**config.mk**
```make
export PLATFORM = sky130hd
export DESIGN_NAME = gci_ci_channel
export DESIGN_NICKNAME = d
export VERILOG_FILES = /design/src/verilog/gci_fix_note.sv /design/src/verilog/gci_pkg.sv /design/src/verilog/gci_ci_channel.sv
export SDC_FILE = /design/constraint.sdc
export NUM_CORES = 1
export LEC_CHECK = 0
export BUFFER_PORTS_ARGS = -buffer_cell sky130_fd_sc_hd__buf_4
export CAP_MARGIN = 20
export CORE_MARGIN = 5
export CORE_UTILIZATION = 55
export DETAILED_ROUTE_END_ITERATION = 12
export GPL_TIMING_DRIVEN = 0
export PLACE_DENSITY = 0.71
export SLEW_MARGIN = 20
export SYNTH_ARGS = -nofsm -noshare
export SYNTH_HDL_FRONTEND = slang
export SYNTH_SLANG_ARGS = --single-unit
```
**constraint.sdc**
```tcl
create_clock -name clk -period 8.39 [get_ports clk]
set_clock_uncertainty 0.05 [all_clocks]
set_input_delay 0.839 -clock clk [delete_from_list [all_inputs] [get_ports clk]]
set_output_delay 0.839 -clock clk [all_outputs]
set_load 0.005 [all_outputs]
```
**src/verilog/gci_fix_note.sv**
```systemverilog
// intentionally empty
`default_nettype none
`default_nettype wire

```
**src/verilog/gci_pkg.sv**
```systemverilog
// constants and carrier types for the frame interface command/indication block
`default_nettype none
package gci_pkg;
  // clock and link timing
  localparam int CLK_PERIOD_NS = 8;
  localparam int DBC_HALF_NS = 122;
  localparam int DBC_HALF_CYC_INT = (DBC_HALF_NS / CLK_PERIOD_NS < 1) ? 1 :
                                    DBC_HALF_NS / CLK_PERIOD_NS;
  localparam logic [4:0] DBC_HALF_LAST = 5'(DBC_HALF_CYC_INT - 1);
  // 32 slots x 8 bits x 2 bit clock periods (rising edges) per frame
  localparam logic [8:0] HALF_LAST = 9'h1ff;
  localparam logic [3:0] SLOT_START = 4'h0;
  localparam logic [2:0] BIT_LAST = 3'h7;
  // positions inside the selected four-byte group of the frame
  localparam logic [1:0] SLOT_B1 = 2'h0;
  localparam logic [1:0] SLOT_B2 = 2'h1;
  localparam logic [1:0] SLOT_MON = 2'h2;
  localparam logic [1:0] SLOT_CI = 2'h3;
  localparam logic [7:0] IDLE_BYTE = 8'hff;
  localparam logic [1:0] D_IDLE = 2'h3;
  localparam logic [1:0] CI_PAD = 2'h0;
  // routing codes of the data slots
  localparam logic [1:0] ROUT_ONE_OUT = 2'h2;
  localparam logic [1:0] ROUT_TWO_OUT = 2'h3;
  // receive buffer
  localparam int FIFO_W = 9;
  localparam int FIFO_D = 32;

  typedef struct packed {
    logic frame_interface_enable;
    logic pcm_master_select;
    logic [2:0] frame_slot_group;
    logic wide_ci_select;
    logic tx_handshake_swap;
    logic rx_handshake_swap;
    logic serial_line_swap;
    logic indication_irq_mask;
    logic slot_direction;
    logic channel_direction;
    logic [1:0] pin_routing;
  } gci_cfg_t;

  // one driven pin: level driven and drive enable
  typedef struct packed {
    logic out;
    logic oe;
  } gci_pin_t;
endpackage
`default_nettype wire

```
**src/verilog/gci_ci_channel.sv**
```systemverilog
// frame timing, command/indication slot and receive buffer of the frame interface
`default_nettype none

module gci_fifo #(
  parameter int WIDTH = 9,
  parameter int DEPTH = 32
) (
  // clock and reset
  input wire logic clk,
  input wire logic rst_n,
  // filling side
  input wire logic in_valid,
  output logic in_ready,
  input wire logic [WIDTH-1:0] in_data,
  // draining side
  output logic out_valid,
  input wire logic out_ready,
  output logic [WIDTH-1:0] out_data
);
  localparam int AW = $clog2(DEPTH);
  typedef struct packed {
    logic [AW:0] wr;
    logic [AW:0] rd;
  } gci_fifo_state_t;

  gci_fifo_state_t s_r;
  gci_fifo_state_t s_nxt;
  logic [WIDTH-1:0] mem [DEPTH];
  logic full;
  logic empty;

  assign full = (s_r.wr[AW] != s_r.rd[AW]) && (s_r.wr[AW-1:0] == s_r.rd[AW-1:0]);
  assign empty = (s_r.wr == s_r.rd);
  assign in_ready = !full;
  assign out_valid = !empty;
  assign out_data = mem[s_r.rd[AW-1:0]];

  always_comb begin
    s_nxt = s_r;
    if (in_valid && !full) begin
      s_nxt.wr = s_r.wr + 1'b1;
    end
    if (out_ready && !empty) begin
      s_nxt.rd = s_r.rd + 1'b1;
    end
  end

  always_ff @(posedge clk or negedge rst_n) begin
    if (!rst_n) begin
      s_r <= '0;
    end else begin
      s_r <= s_nxt;
    end
  end

  // storage has no reset; only the pointers decide what is valid
  always_ff @(posedge clk) begin
    if (in_valid && !full) begin
      mem[s_r.wr[AW-1:0]] <= in_data;
    end
  end
endmodule // gci_fifo

module gci_ci_channel (
  // clock and reset
  input wire logic clk,
  input wire logic rst_n,
  // configuration
  input wire gci_pkg::gci_cfg_t cfg,
  input wire logic [5:0] command_out_field,
  input wire logic [7:0] data_tx_byte,
  input wire logic monitor_transmit_handshake,
  input wire logic monitor_receive_ack,
  input wire logic event_clear,
  // status
  output logic [5:0] indication_in_field,
  output logic indication_change_event,
  output logic indication_irq,
  output logic rx_mx,
  output logic rx_mr,
  output logic rx_overrun,
  // received data slots
  output logic rx_valid,
  input wire logic rx_ready,
  output logic [gci_pkg::FIFO_W-1:0] rx_data,
  // bus clocks
  input wire logic double_rate_bit_clock_in,
  output gci_pkg::gci_pin_t double_rate_bit_clock,
  input wire logic frame_sync_8khz_in,
  output gci_pkg::gci_pin_t frame_sync_8khz,
  // serial lines
  input wire logic serial_line_one_in,
  output gci_pkg::gci_pin_t serial_line_one,
  input wire logic serial_line_two_in,
  output gci_pkg::gci_pin_t serial_line_two
);
  typedef struct packed {
    logic [1:0] dbc_sync;
    logic [1:0] fs_sync;
    logic [1:0] l1_sync;
    logic [1:0] l2_sync;
    logic dbc_prev;
    logic [4:0] div;
    logic dbc_o;
    logic fs_o;
    logic dbc_oe;
    logic [8:0] half;
    logic [7:0] tx_byte;
    logic drv1;
    logic drv2;
    logic smp1;
    logic smp2;
    logic [7:0] rx_sh;
    logic [5:0] ind;
    logic ev;
    logic irq;
    logic mx;
    logic mr;
    logic push;
    logic [gci_pkg::FIFO_W-1:0] push_data;
    logic ovr;
    gci_pkg::gci_pin_t l1;
    gci_pkg::gci_pin_t l2;
  } gci_state_t;

  gci_state_t s_r;
  gci_state_t s_nxt;
  logic fifo_in_ready;
  logic master;
  logic tick;
  logic fs_seen;
  logic [8:0] half_nxt;
  logic [4:0] slot;
  logic in_frame;
  logic [1:0] rel;
  logic [2:0] bitp;
  logic [1:0] hs_tx;
  logic [7:0] ci_byte;
  logic [7:0] rx_byte;
  logic rx_bit;
  logic [5:0] ci_rx;
  logic data_tx;
  logic data_rx;
  logic ind_set;

  assign master = cfg.pcm_master_select;
  assign tick = master ? (s_r.div == gci_pkg::DBC_HALF_LAST && !s_r.dbc_o)
                       : (s_r.dbc_sync[1] && !s_r.dbc_prev);
  assign fs_seen = master ? (s_r.half == gci_pkg::HALF_LAST) : s_r.fs_sync[1];
  assign half_nxt = fs_seen ? '0 : 9'(s_r.half + 9'h001);
  assign slot = half_nxt[8:4];
  assign in_frame = (slot[4:2] == cfg.frame_slot_group);
  assign rel = slot[1:0];
  assign bitp = half_nxt[3:1];
  assign hs_tx = cfg.tx_handshake_swap ? {monitor_transmit_handshake, monitor_receive_ack}
                                       : {monitor_receive_ack, monitor_transmit_handshake};
  assign ci_byte = cfg.wide_ci_select ? {command_out_field, hs_tx}
                                      : {gci_pkg::D_IDLE, command_out_field[3:0], hs_tx};
  assign data_tx = !cfg.slot_direction && !cfg.channel_direction;
  assign data_rx = cfg.slot_direction && cfg.channel_direction;
  assign rx_bit = s_r.smp1 ? s_r.l1_sync[1] : s_r.l2_sync[1];
  assign rx_byte = {s_r.rx_sh[6:0], rx_bit};
  assign ci_rx = cfg.wide_ci_select ? rx_byte[7:2] : {gci_pkg::CI_PAD, rx_byte[5:2]};
  assign ind_set = tick && half_nxt[0] && bitp == gci_pkg::BIT_LAST && in_frame &&
                   rel == gci_pkg::SLOT_CI && (s_r.smp1 || s_r.smp2) && ci_rx != s_r.ind;

  always_comb begin
    s_nxt = s_r;
    s_nxt.dbc_sync = {s_r.dbc_sync[0], double_rate_bit_clock_in};
    s_nxt.fs_sync = {s_r.fs_sync[0], frame_sync_8khz_in};
    s_nxt.l1_sync = {s_r.l1_sync[0], serial_line_one_in};
    s_nxt.l2_sync = {s_r.l2_sync[0], serial_line_two_in};
    s_nxt.dbc_prev = s_r.dbc_sync[1];
    s_nxt.dbc_oe = master;
    s_nxt.push = 1'b0;
    if (master) begin
      if (s_r.div == gci_pkg::DBC_HALF_LAST) begin
        s_nxt.div = '0;
        s_nxt.dbc_o = !s_r.dbc_o;
      end else begin
        s_nxt.div = 5'(s_r.div + 5'h01);
      end
    end else begin
      s_nxt.div = '0;
      s_nxt.dbc_o = 1'b0;
      s_nxt.fs_o = 1'b0;
    end
    if (tick) begin
      s_nxt.half = half_nxt;
      s_nxt.fs_o = master && (half_nxt == gci_pkg::HALF_LAST);
      if (half_nxt[3:0] == gci_pkg::SLOT_START) begin
        s_nxt.drv1 = 1'b0;
        s_nxt.drv2 = 1'b0;
        s_nxt.smp1 = 1'b0;
        s_nxt.smp2 = 1'b0;
        s_nxt.tx_byte = gci_pkg::IDLE_BYTE;
        if (in_frame && cfg.frame_interface_enable &&
            (rel == gci_pkg::SLOT_MON || rel == gci_pkg::SLOT_CI)) begin
          s_nxt.drv1 = !cfg.serial_line_swap;
          s_nxt.drv2 = cfg.serial_line_swap;
          s_nxt.smp1 = cfg.serial_line_swap;
          s_nxt.smp2 = !cfg.serial_line_swap;
          s_nxt.tx_byte = (rel == gci_pkg::SLOT_MON) ? gci_pkg::IDLE_BYTE : ci_byte;
        end else if (in_frame && rel != gci_pkg::SLOT_MON) begin
          s_nxt.drv1 = data_tx && cfg.pin_routing == gci_pkg::ROUT_ONE_OUT;
          s_nxt.drv2 = data_tx && cfg.pin_routing == gci_pkg::ROUT_TWO_OUT;
          s_nxt.smp1 = data_rx && cfg.pin_routing == gci_pkg::ROUT_TWO_OUT;
          s_nxt.smp2 = data_rx && cfg.pin_routing == gci_pkg::ROUT_ONE_OUT;
          s_nxt.tx_byte = data_tx_byte;
        end
      end
      if (!half_nxt[0]) begin
        // msb first, changed on even edges
        s_nxt.l1.out = s_nxt.tx_byte[3'(gci_pkg::BIT_LAST - bitp)];
        s_nxt.l2.out = s_nxt.tx_byte[3'(gci_pkg::BIT_LAST - bitp)];
        s_nxt.l1.oe = s_nxt.drv1;
        s_nxt.l2.oe = s_nxt.drv2;
      end else begin
        // sampled mid-bit, away from the far end's transitions
        s_nxt.rx_sh = rx_byte;
        if (bitp == gci_pkg::BIT_LAST && in_frame && (s_r.smp1 || s_r.smp2)) begin
          if (rel == gci_pkg::SLOT_CI) begin
            s_nxt.ind = ci_rx;
            s_nxt.mr = cfg.rx_handshake_swap ? rx_byte[0] : rx_byte[1];
            s_nxt.mx = cfg.rx_handshake_swap ? rx_byte[1] : rx_byte[0];
          end else if (rel != gci_pkg::SLOT_MON) begin
            s_nxt.push = 1'b1;
            s_nxt.push_data = {rel == gci_pkg::SLOT_CI ? 1'b1 : rel[0], rx_byte};
          end
        end
      end
    end
    s_nxt.ev = (s_r.ev && !event_clear) || ind_set;
    s_nxt.irq = s_nxt.ev && cfg.indication_irq_mask;
    // link cannot stall, so a refused byte is counted as overrun
    s_nxt.ovr = (s_r.ovr && !event_clear) || (s_r.push && !fifo_in_ready);
  end

  always_ff @(posedge clk or negedge rst_n) begin
    if (!rst_n) begin
      s_r <= '0;
    end else begin
      s_r <= s_nxt;
    end
  end

  gci_fifo #(
    .WIDTH(gci_pkg::FIFO_W),
    .DEPTH(gci_pkg::FIFO_D)
  ) u_rx_fifo (
    .clk(clk),
    .rst_n(rst_n),
    .in_valid(s_r.push),
    .in_ready(fifo_in_ready),
    .in_data(s_r.push_data),
    .out_valid(rx_valid),
    .out_ready(rx_ready),
    .out_data(rx_data)
  );

  assign indication_in_field = s_r.ind;
  assign indication_change_event = s_r.ev;
  assign indication_irq = s_r.irq;
  assign rx_mx = s_r.mx;
  assign rx_mr = s_r.mr;
  assign rx_overrun = s_r.ovr;
  assign double_rate_bit_clock = '{out: s_r.dbc_o, oe: s_r.dbc_oe};
  assign frame_sync_8khz = '{out: s_r.fs_o, oe: s_r.dbc_oe};
  assign serial_line_one = s_r.l1;
  assign serial_line_two = s_r.l2;
endmodule // gci_ci_channel
`default_nettype wire

```
Word-level counts from Yosys, hierarchy flattened --
Memory sizes are Yosys's and may differ from the RTL's. Cells that the tools add are included.
Word-level totals: memory bits (writable) 288, flip-flop bits (word level) 81, memories kept 1, word-level logic and storage cells 128, output and inout port bits 29
Cells by class: add/sub/neg operators 5, bitwise logic cells 2, mux-type cells 28, reduce and logical (&&, ||, !) cells 45, equality and inequality tests 17, order comparisons 1
Memory list:
- u_rx_fifo.mem | words 32, width 9, rd ports 1, clocked after memory_dff 0, wr ports 1, RTL line gci_ci_channel.sv:28 | logic [WIDTH-1:0] mem [DEPTH];
Operator list (number):
- $mux W10 | 5
- $mux W12 | 4
- $logic_and A1 B1 Y1 | 27
- $eq A9 B9 Y1 const B | 2
- $mux W8 | 2
- $add A6 B1 Y6 const B | 2
- $mux W6 | 2
- $mux W1 | 11
- $add A9 B1 Y9 const B | 1
- $mux W9 | 1
- $eq A2 B2 Y1 const B | 4
- $logic_not A1 Y1 | 8
- $eq A6 B6 Y1 | 1
- $ne A2 B1 Y1 const B | 3
- $ne A6 B6 Y1 | 1
- $reduce_and A2 Y1 | 3
- $add A5 B1 Y5 const B | 1
- $eq A5 B4 Y1 const B | 1
- $eq A5 B5 Y1 | 1
- $mux W5 | 1
- $reduce_and A5 Y1 | 1
- $logic_not A4 Y1 | 1
- $logic_or A1 B1 Y1 | 4
- $lt A3 B4 Y1 const B | 1
- 9 further kinds | 10

Logic depth before layout (Yosys ltp) --
Gate-level depths: netlist (run 1).
depth after elaboration 11, depth in mapped cells 13, mapped depth without buffers 10

By module --
Synthesis (run 1) repeated with hierarchy kept, for this count alone.
Second synthesis, totals: cell total of the unflattened synthesis 851, area total of the unflattened synthesis 15252.1 um2
Modules (own cells, without submodules):
- gci_fifo | cells each 514, area each 11743.8 um2, times used 1
- gci_ci_channel | cells each 337, area each 3508.4 um2, times used 1

Least setup slack after synthesis (run 1) --
OpenSTA, ideal clock, no wires.
kind reg2out, start reg u_rx_fifo.s_r[0] (netlist bit), end out rx_data[8] (netlist bit), stages on the path, launching flop included 6, buffers on the path 2, path slack 5073 ps, data arrival time 2428 ps, path through dfrtp_1 > buf_2 > buf_1 > mux4_2 > mux4_2 > mux2_2
Between the ends: cells in the longest elaborated chain, start to end 1
Ends and longest elaborated chain:
- from (decl) | RTL line gci_ci_channel.sv:26 | gci_fifo_state_t s_r;
- from (signal assigned) | RTL line gci_ci_channel.sv:52 | s_r <= s_nxt;
- $mem_v2 Z32 W9
- to (decl) | RTL line gci_ci_channel.sv:85 | output logic [gci_pkg::FIFO_W-1:0] rx_data,
No other way between the ends.

Worst setup path after layout (run 1) --
start reg u_rx_fifo.s_r[0] (netlist bit), end out rx_data[2] (netlist bit)
The elaborated chain is that of the path after synthesis.

==> metrics.txt, run 1 <==
status=completed; clock-pin slew on the worst setup and hold paths=0.06 ns; Yosys reg bits=369; Post-CTS Resized=0; Post-synth ARST share=0.2195; final setup vio count=0; drt pass-1 iters=5; Total Wirelength=31,200 microns; number of buffers created by CTS=38; max-slew violation count=0; RSZ-0062 raised after global routing=false; area post-placement=16,200 sq um; Horiz. Die Dim=176.4 microns; Critical Path RT=7.50 ns; DRT iter0 DRCs=707; synthesized net count=894; Distinct cells, synth=58; DR WL/cell=22.94 microns; post-CTS setup buffers=0; H-tree depth=2; layout cells sized above 1=0.2872; initial core utilization=0.5528; Die H=176.4 microns; die area=31,120 sq um; cell count after synthesis=847; # rows=61; slew margin rel.=0.2605; DP Wirelength=20,350 microns; Cell Area, Synth=15,230 sq um; commonest non-fill, non-tap cell in the layout=edfxtp_1; I/O pin count=67; nets=1,001; post-route setup slack=3.912 ns; first-pass GRT wire length=48,160 microns; critical path peak fanout=10; WS Path Type=flip-flop to output pin; via count=8,048; f_max=0.2233 GHz; Top FF cell, synth=edfxtp_1; root buffer cell=clkbuf_16; CP arrival=3.59 ns; vias in the first global route=8,051; GR Util All Layers=0.2048; CTS sink count=369; remaining global-route overflow=0; Area Growth Syn to Fin=14.47%; mean post-synth cell area=17.98 sq um; hold_buf cts=0; worst slew pin tran=1.109 ns; Vias/cell=5.918; Leak=5.903 nW; initial antenna violation count=0; setup slack at placement=4.351 ns; CP Launch Type=flip-flop; clk buf depth=3; Final GP Congestion=0.8354; CP endpoint kind=output pin; TNS Setup=0 ns; Final period util=0.5337; pwr/cell area=233.3 nW/um^2; Final Critical Period=4.478 ns; core box area=27,550 sq um; Synth Warn #=0; register area share after synthesis=0.7008; Antenna diodes=0; port bufs=66; CTS tree=built; most frequent cells in the layout=edfxtp_1 (288), mux4_2 (90), buf_4 (80); Post-synth EDFFs=288; clock insertion delay at the later pin of the skew report=0.52 ns; max-cap viol count=0; design area=17,440 sq um; ANT nets after route=0; DRC=0; largest net degree at the start of global routing=82; final hold violations=0; VDD IR max=0.1668 mV; worst hold path class=flip-flop to flip-flop
==> logic make-up after synthesis <==
family | after synthesis | synth area share
DFF | 369 | 0.7008
and+or+nand+nor | 166 | 0.05454
muxes | 134 | 0.1672
AOI/OAI and AO/OA | 73 | 0.03204
buffers and inverters | 67 | 0.02127
xor gates and xnor gates | 29 | 0.01667
adders and majority gates | 9 | 0.007393
==> final timing paths <==
kind	from	end	slack, ns	depth (start not counted)
worst max-delay path	u_rx_fifo.s_r[0]	rx_data[2]	3.91	6
worst min-delay path	s_nxt[66]	s_r[66]	0.30	0
worst max register to register	s_r[45]	s_r[6]	4.89	13
worst min register to register	s_nxt[66]	s_r[66]	0.30	0
max in group asynchronous	rst_n	s_r[10]	7.44	1
min in group asynchronous	rst_n	rx_mr	0.32	1
==> cell type report <==
type | count | area [sq um]
plain buffers | 52 | 267.8
clock buffers | 46 | 1012
flip-flops and latches | 369 | 10680
inverters | 15 | 56.30
clock inverters | 22 | 205.2
repair buffers | 67 | 506.7
multi-input cells | 411 | 4233
fillers | 1962 | 10120
well taps | 378 | 473.0
==> synthesized netlist by cell type (3+ instances only) <==
library cell  instances  share of area
o2bb2ai_1             3         0.0017
clkbuf_1             23         0.0057
o22ai_1              11         0.0045
nand3b_1              5         0.0025
a31oi_1               3         0.0012
buf_2                 4         0.0013
mux2_2               28          0.021
dfrtp_1              81           0.13
nor2_1               68          0.017
xnor2_1              19          0.011
and2_1                5         0.0021
mux2i_1               7         0.0046
o21a_1                3         0.0015
inv_1                14         0.0034
o31ai_1               5         0.0025
xor2_1               10         0.0057
nor2b_1               4         0.0016
nand3_1              11         0.0036
ha_1                  9         0.0074
nand2_1              32         0.0079
mux4_2               90           0.13
mux2_4                9         0.0089
o21ai_0              16         0.0053
a21oi_1              14         0.0046
nand4_1               7         0.0029
nor3_1                4         0.0013
edfxtp_1            288           0.57
buf_1                 9         0.0022
or3_1                 4         0.0016
buf_4                14         0.0069
nand4b_1              5         0.0029
o211ai_1              4         0.0020
==> worst max-delay path, cell delays in order, from the launching register on <==
cell and delay, ns:
dfrtp_1 0.40, buf_2 0.33, buf_1 0.75, mux4_2 0.63, mux4_2 0.50, mux2_2 0.30
buf_4 0.14
==> sequential cells by signal, indices dropped and copies added (netlist names) <==
signal and flops:
serial_line_one 1, rx_byte 7, rx_mr 1, s_nxt 5
indication_in_field 6, u_rx_fifo.mem 288, indication_irq 1, frame_sync_8khz 1
double_rate_bit_clock 2, s_r 40, rx_mx 1, rx_overrun 1
serial_line_two 2, u_rx_fifo.s_r 12, indication_change_event 1
==> report_power, final <==
group          total, mW  switching (mW)  internal, mW  leakage [nW]
clock               1.64           0.660         0.980         0.594
sequential          2.03          0.0396          1.99          3.62
combinational      0.398           0.205         0.193          1.69
==> per-layer routing <==
layer	GRT usage	vias to the layer above	share of wire	wire (microns)
met5	0	-	0	0
met4	0.04449	0	0.017	525
met3	0.03940	42	0.076	2372
met2	0.3260	311	0.49	15200
met1	0.3020	4140	0.42	13100
li1	-	3555	-	-
==> through the flow <==
| stage | utilization | hold slack, ns | power (mW) | cells |
|---|---|---|---|---|
| final | 0.6329 | 0.2975 | 4.068 | 1360 |
| after detailed placement | 0.5880 | 0.2847 | 2.472 | 1291 |
| after CTS | 0.6322 | 0.2982 | 4.106 | 1359 |
| after global routing | 0.6329 | 0.3082 | 4.226 | 1360 |
| after global placement | 0.5880 | 0.2839 | 2.463 | 1291 |
| after floorplan | - | 0.2812 | 2.342 | 847 |
(Power assumes the default switching activity.)
==> inputs of run 2 (changes only) <==
clock period = 4.7 ns   (was 8.39 ns; I/O delays follow)
==> run 2 against run 1 <==
Against the previous run: largest power group unchanged; sequential share of layout area decreased by 0.18 points; die area unchanged; cell area increased by 0.29%; highest routed layer unchanged.
==> metrics.txt, run 2 (same netlist as run 1, synthesis figures left out) <==
status=completed; critical path peak fanout=10; most frequent cells in the layout=edfxtp_1 (288), mux4_2 (90), buf_4 (80); initial antenna violation count=0; first-pass GRT wire length=48,270 microns; DRT iter0 DRCs=664; Die H=176.4 microns; delay of the slowest critical-path stage=0.76 ns; TNS Setup=0 ns; Internal Pwr Total=5.650 mW; Final GP Congestion=0.8354; die area=31,120 sq um; pwr/cell area=415.6 nW/um^2; Total Wirelength=31,300 microns; H-tree depth=2; root buffer cell=clkbuf_16; CP Launch Type=flip-flop; Area Growth Syn to Fin=14.80%; GR Util All Layers=0.2052; switching pwr=1.617 mW; largest net degree at the start of global routing=82; Critical Path RT=4.18 ns; vias in the first global route=8,067; post-CTS setup buffers=0; CTS tree=built; Slowest cell on crit path=buf_1; Crit path top cell by count=mux4_2; slew margin rel.=0.2430; max-slew violation count=0; final setup vio count=0; CTS sink count=369; Largest register FFs=288; Horiz. Die Dim=176.4 microns; CP endpoint kind=output pin; port bufs=66; Leak=5.924 nW; Vias/cell=5.906; number of buffers created by CTS=38; remaining global-route overflow=0; final hold violations=0; clock insertion delay at the later pin of the skew report=0.52 ns; Hold WS=0.03792 ns; max-cap viol count=0; core box area=27,550 sq um; Final Critical Period=4.111 ns; WS Path Type=flip-flop to output pin; RSZ-0062 raised after global routing=false; worst hold path class=input port to flip-flop; Clk pwr share=0.403; I/O pin count=67; nets=1,006; switching part of the total power=0.2225; drt pass-1 iters=5; CP cell instances=buf_2, buf_1, mux4_2, mux4_2, mux2_2, buf_4; clk buf depth=3; # rows=61; initial core utilization=0.5528; CP arrival=3.59 ns; Antenna diodes=0; ANT nets after route=0; Seq pwr share=0.499; DR WL/cell=22.93 microns; DP Wirelength=20,350 microns; f_max=0.2433 GHz; VDD IR max=0.2964 mV; layout cells sized above 1=0.2857; DRC=0; commonest non-fill, non-tap cell in the layout=edfxtp_1; Final period util=0.8746; clock-pin slew on the worst setup and hold paths=0.06 ns; worst slew pin tran=1.135 ns; via count=8,062; Comb power frac=0.098
## run 2: cell types whose count changed in the layout (fill, tap and decap cells not counted), sizes merged
cell and delta:
dlygate4sd3 +5
## run 2: area by class of cell
class | count | area (sq um)
multi-input combinational | 411 | 4233
clock buffer | 46 | 1012
timing repair buffer | 72 | 556.8
fill | 1957 | 10070
clock inverter | 22 | 205.2
tap | 378 | 473.0
sequential | 369 | 10680
buffer | 52 | 267.8
inverter | 15 | 56.30
## run 2: worst paths after layout
check	from	cells past startpoint	slack, ns	end
setup / recovery	u_rx_fifo.s_r[0]	6	0.59	rx_data[2]
hold / removal	cfg[12]	1	0.04	double_rate_bit_clock[0]
hold reg to reg	s_nxt[66]	0	0.30	s_r[66]
min in group asynchronous	rst_n	2	0.50	rx_mr
max in group asynchronous	rst_n	2	3.54	s_r[10]
setup reg to reg	s_r[45]	12	1.21	s_r[6]
## run 2: per-layer routing
metal,GRT usage,share of wire,up-vias
met3,0.03940,0.079,39
met1,0.3025,0.42,4153
met2,0.3270,0.49,309
li1,-,-,3561
met5,0,0,-
met4,0.04449,0.017,0
## run 2: per-stage QoR
step                power [mW]  std cells  setup slack [ns]  cell area (sq um)    util
global route             7.547       1365            0.4088              17490  0.6347
finish                   7.267       1365            0.5893              17490  0.6347
floorplan                4.180        847             1.569              15230       -
global placement         4.397       1291             1.117              16200  0.5880
CTS                      7.331       1363            0.4730              17460  0.6337
detailed placement       4.413       1291             1.030              16200  0.5880
## run 2: timing repair
item / in CTS / in global routing
resized for setup: 0 / 0
endpoints found under the hold margin: 4 / 2
hold buffers: 4 / 1
setup endpoints to repair: 0 / 0
## run 2: power by group through the flow
stage	Clock, mW	Sequential, mW	Combinational [mW]
after floorplan	0	3.67	0.514
after global placement	0	3.68	0.712
after detailed placement	0	3.69	0.724
after CTS	2.98	3.62	0.731
after global routing	3.13	3.63	0.786
final	2.93	3.62	0.715
## run 2: worst max-delay path, delay by kind of cell (launching register included)
kind     cells  cell delay (ns)
mux          3             1.44
buf+inv      3             1.23
flops        1             0.39
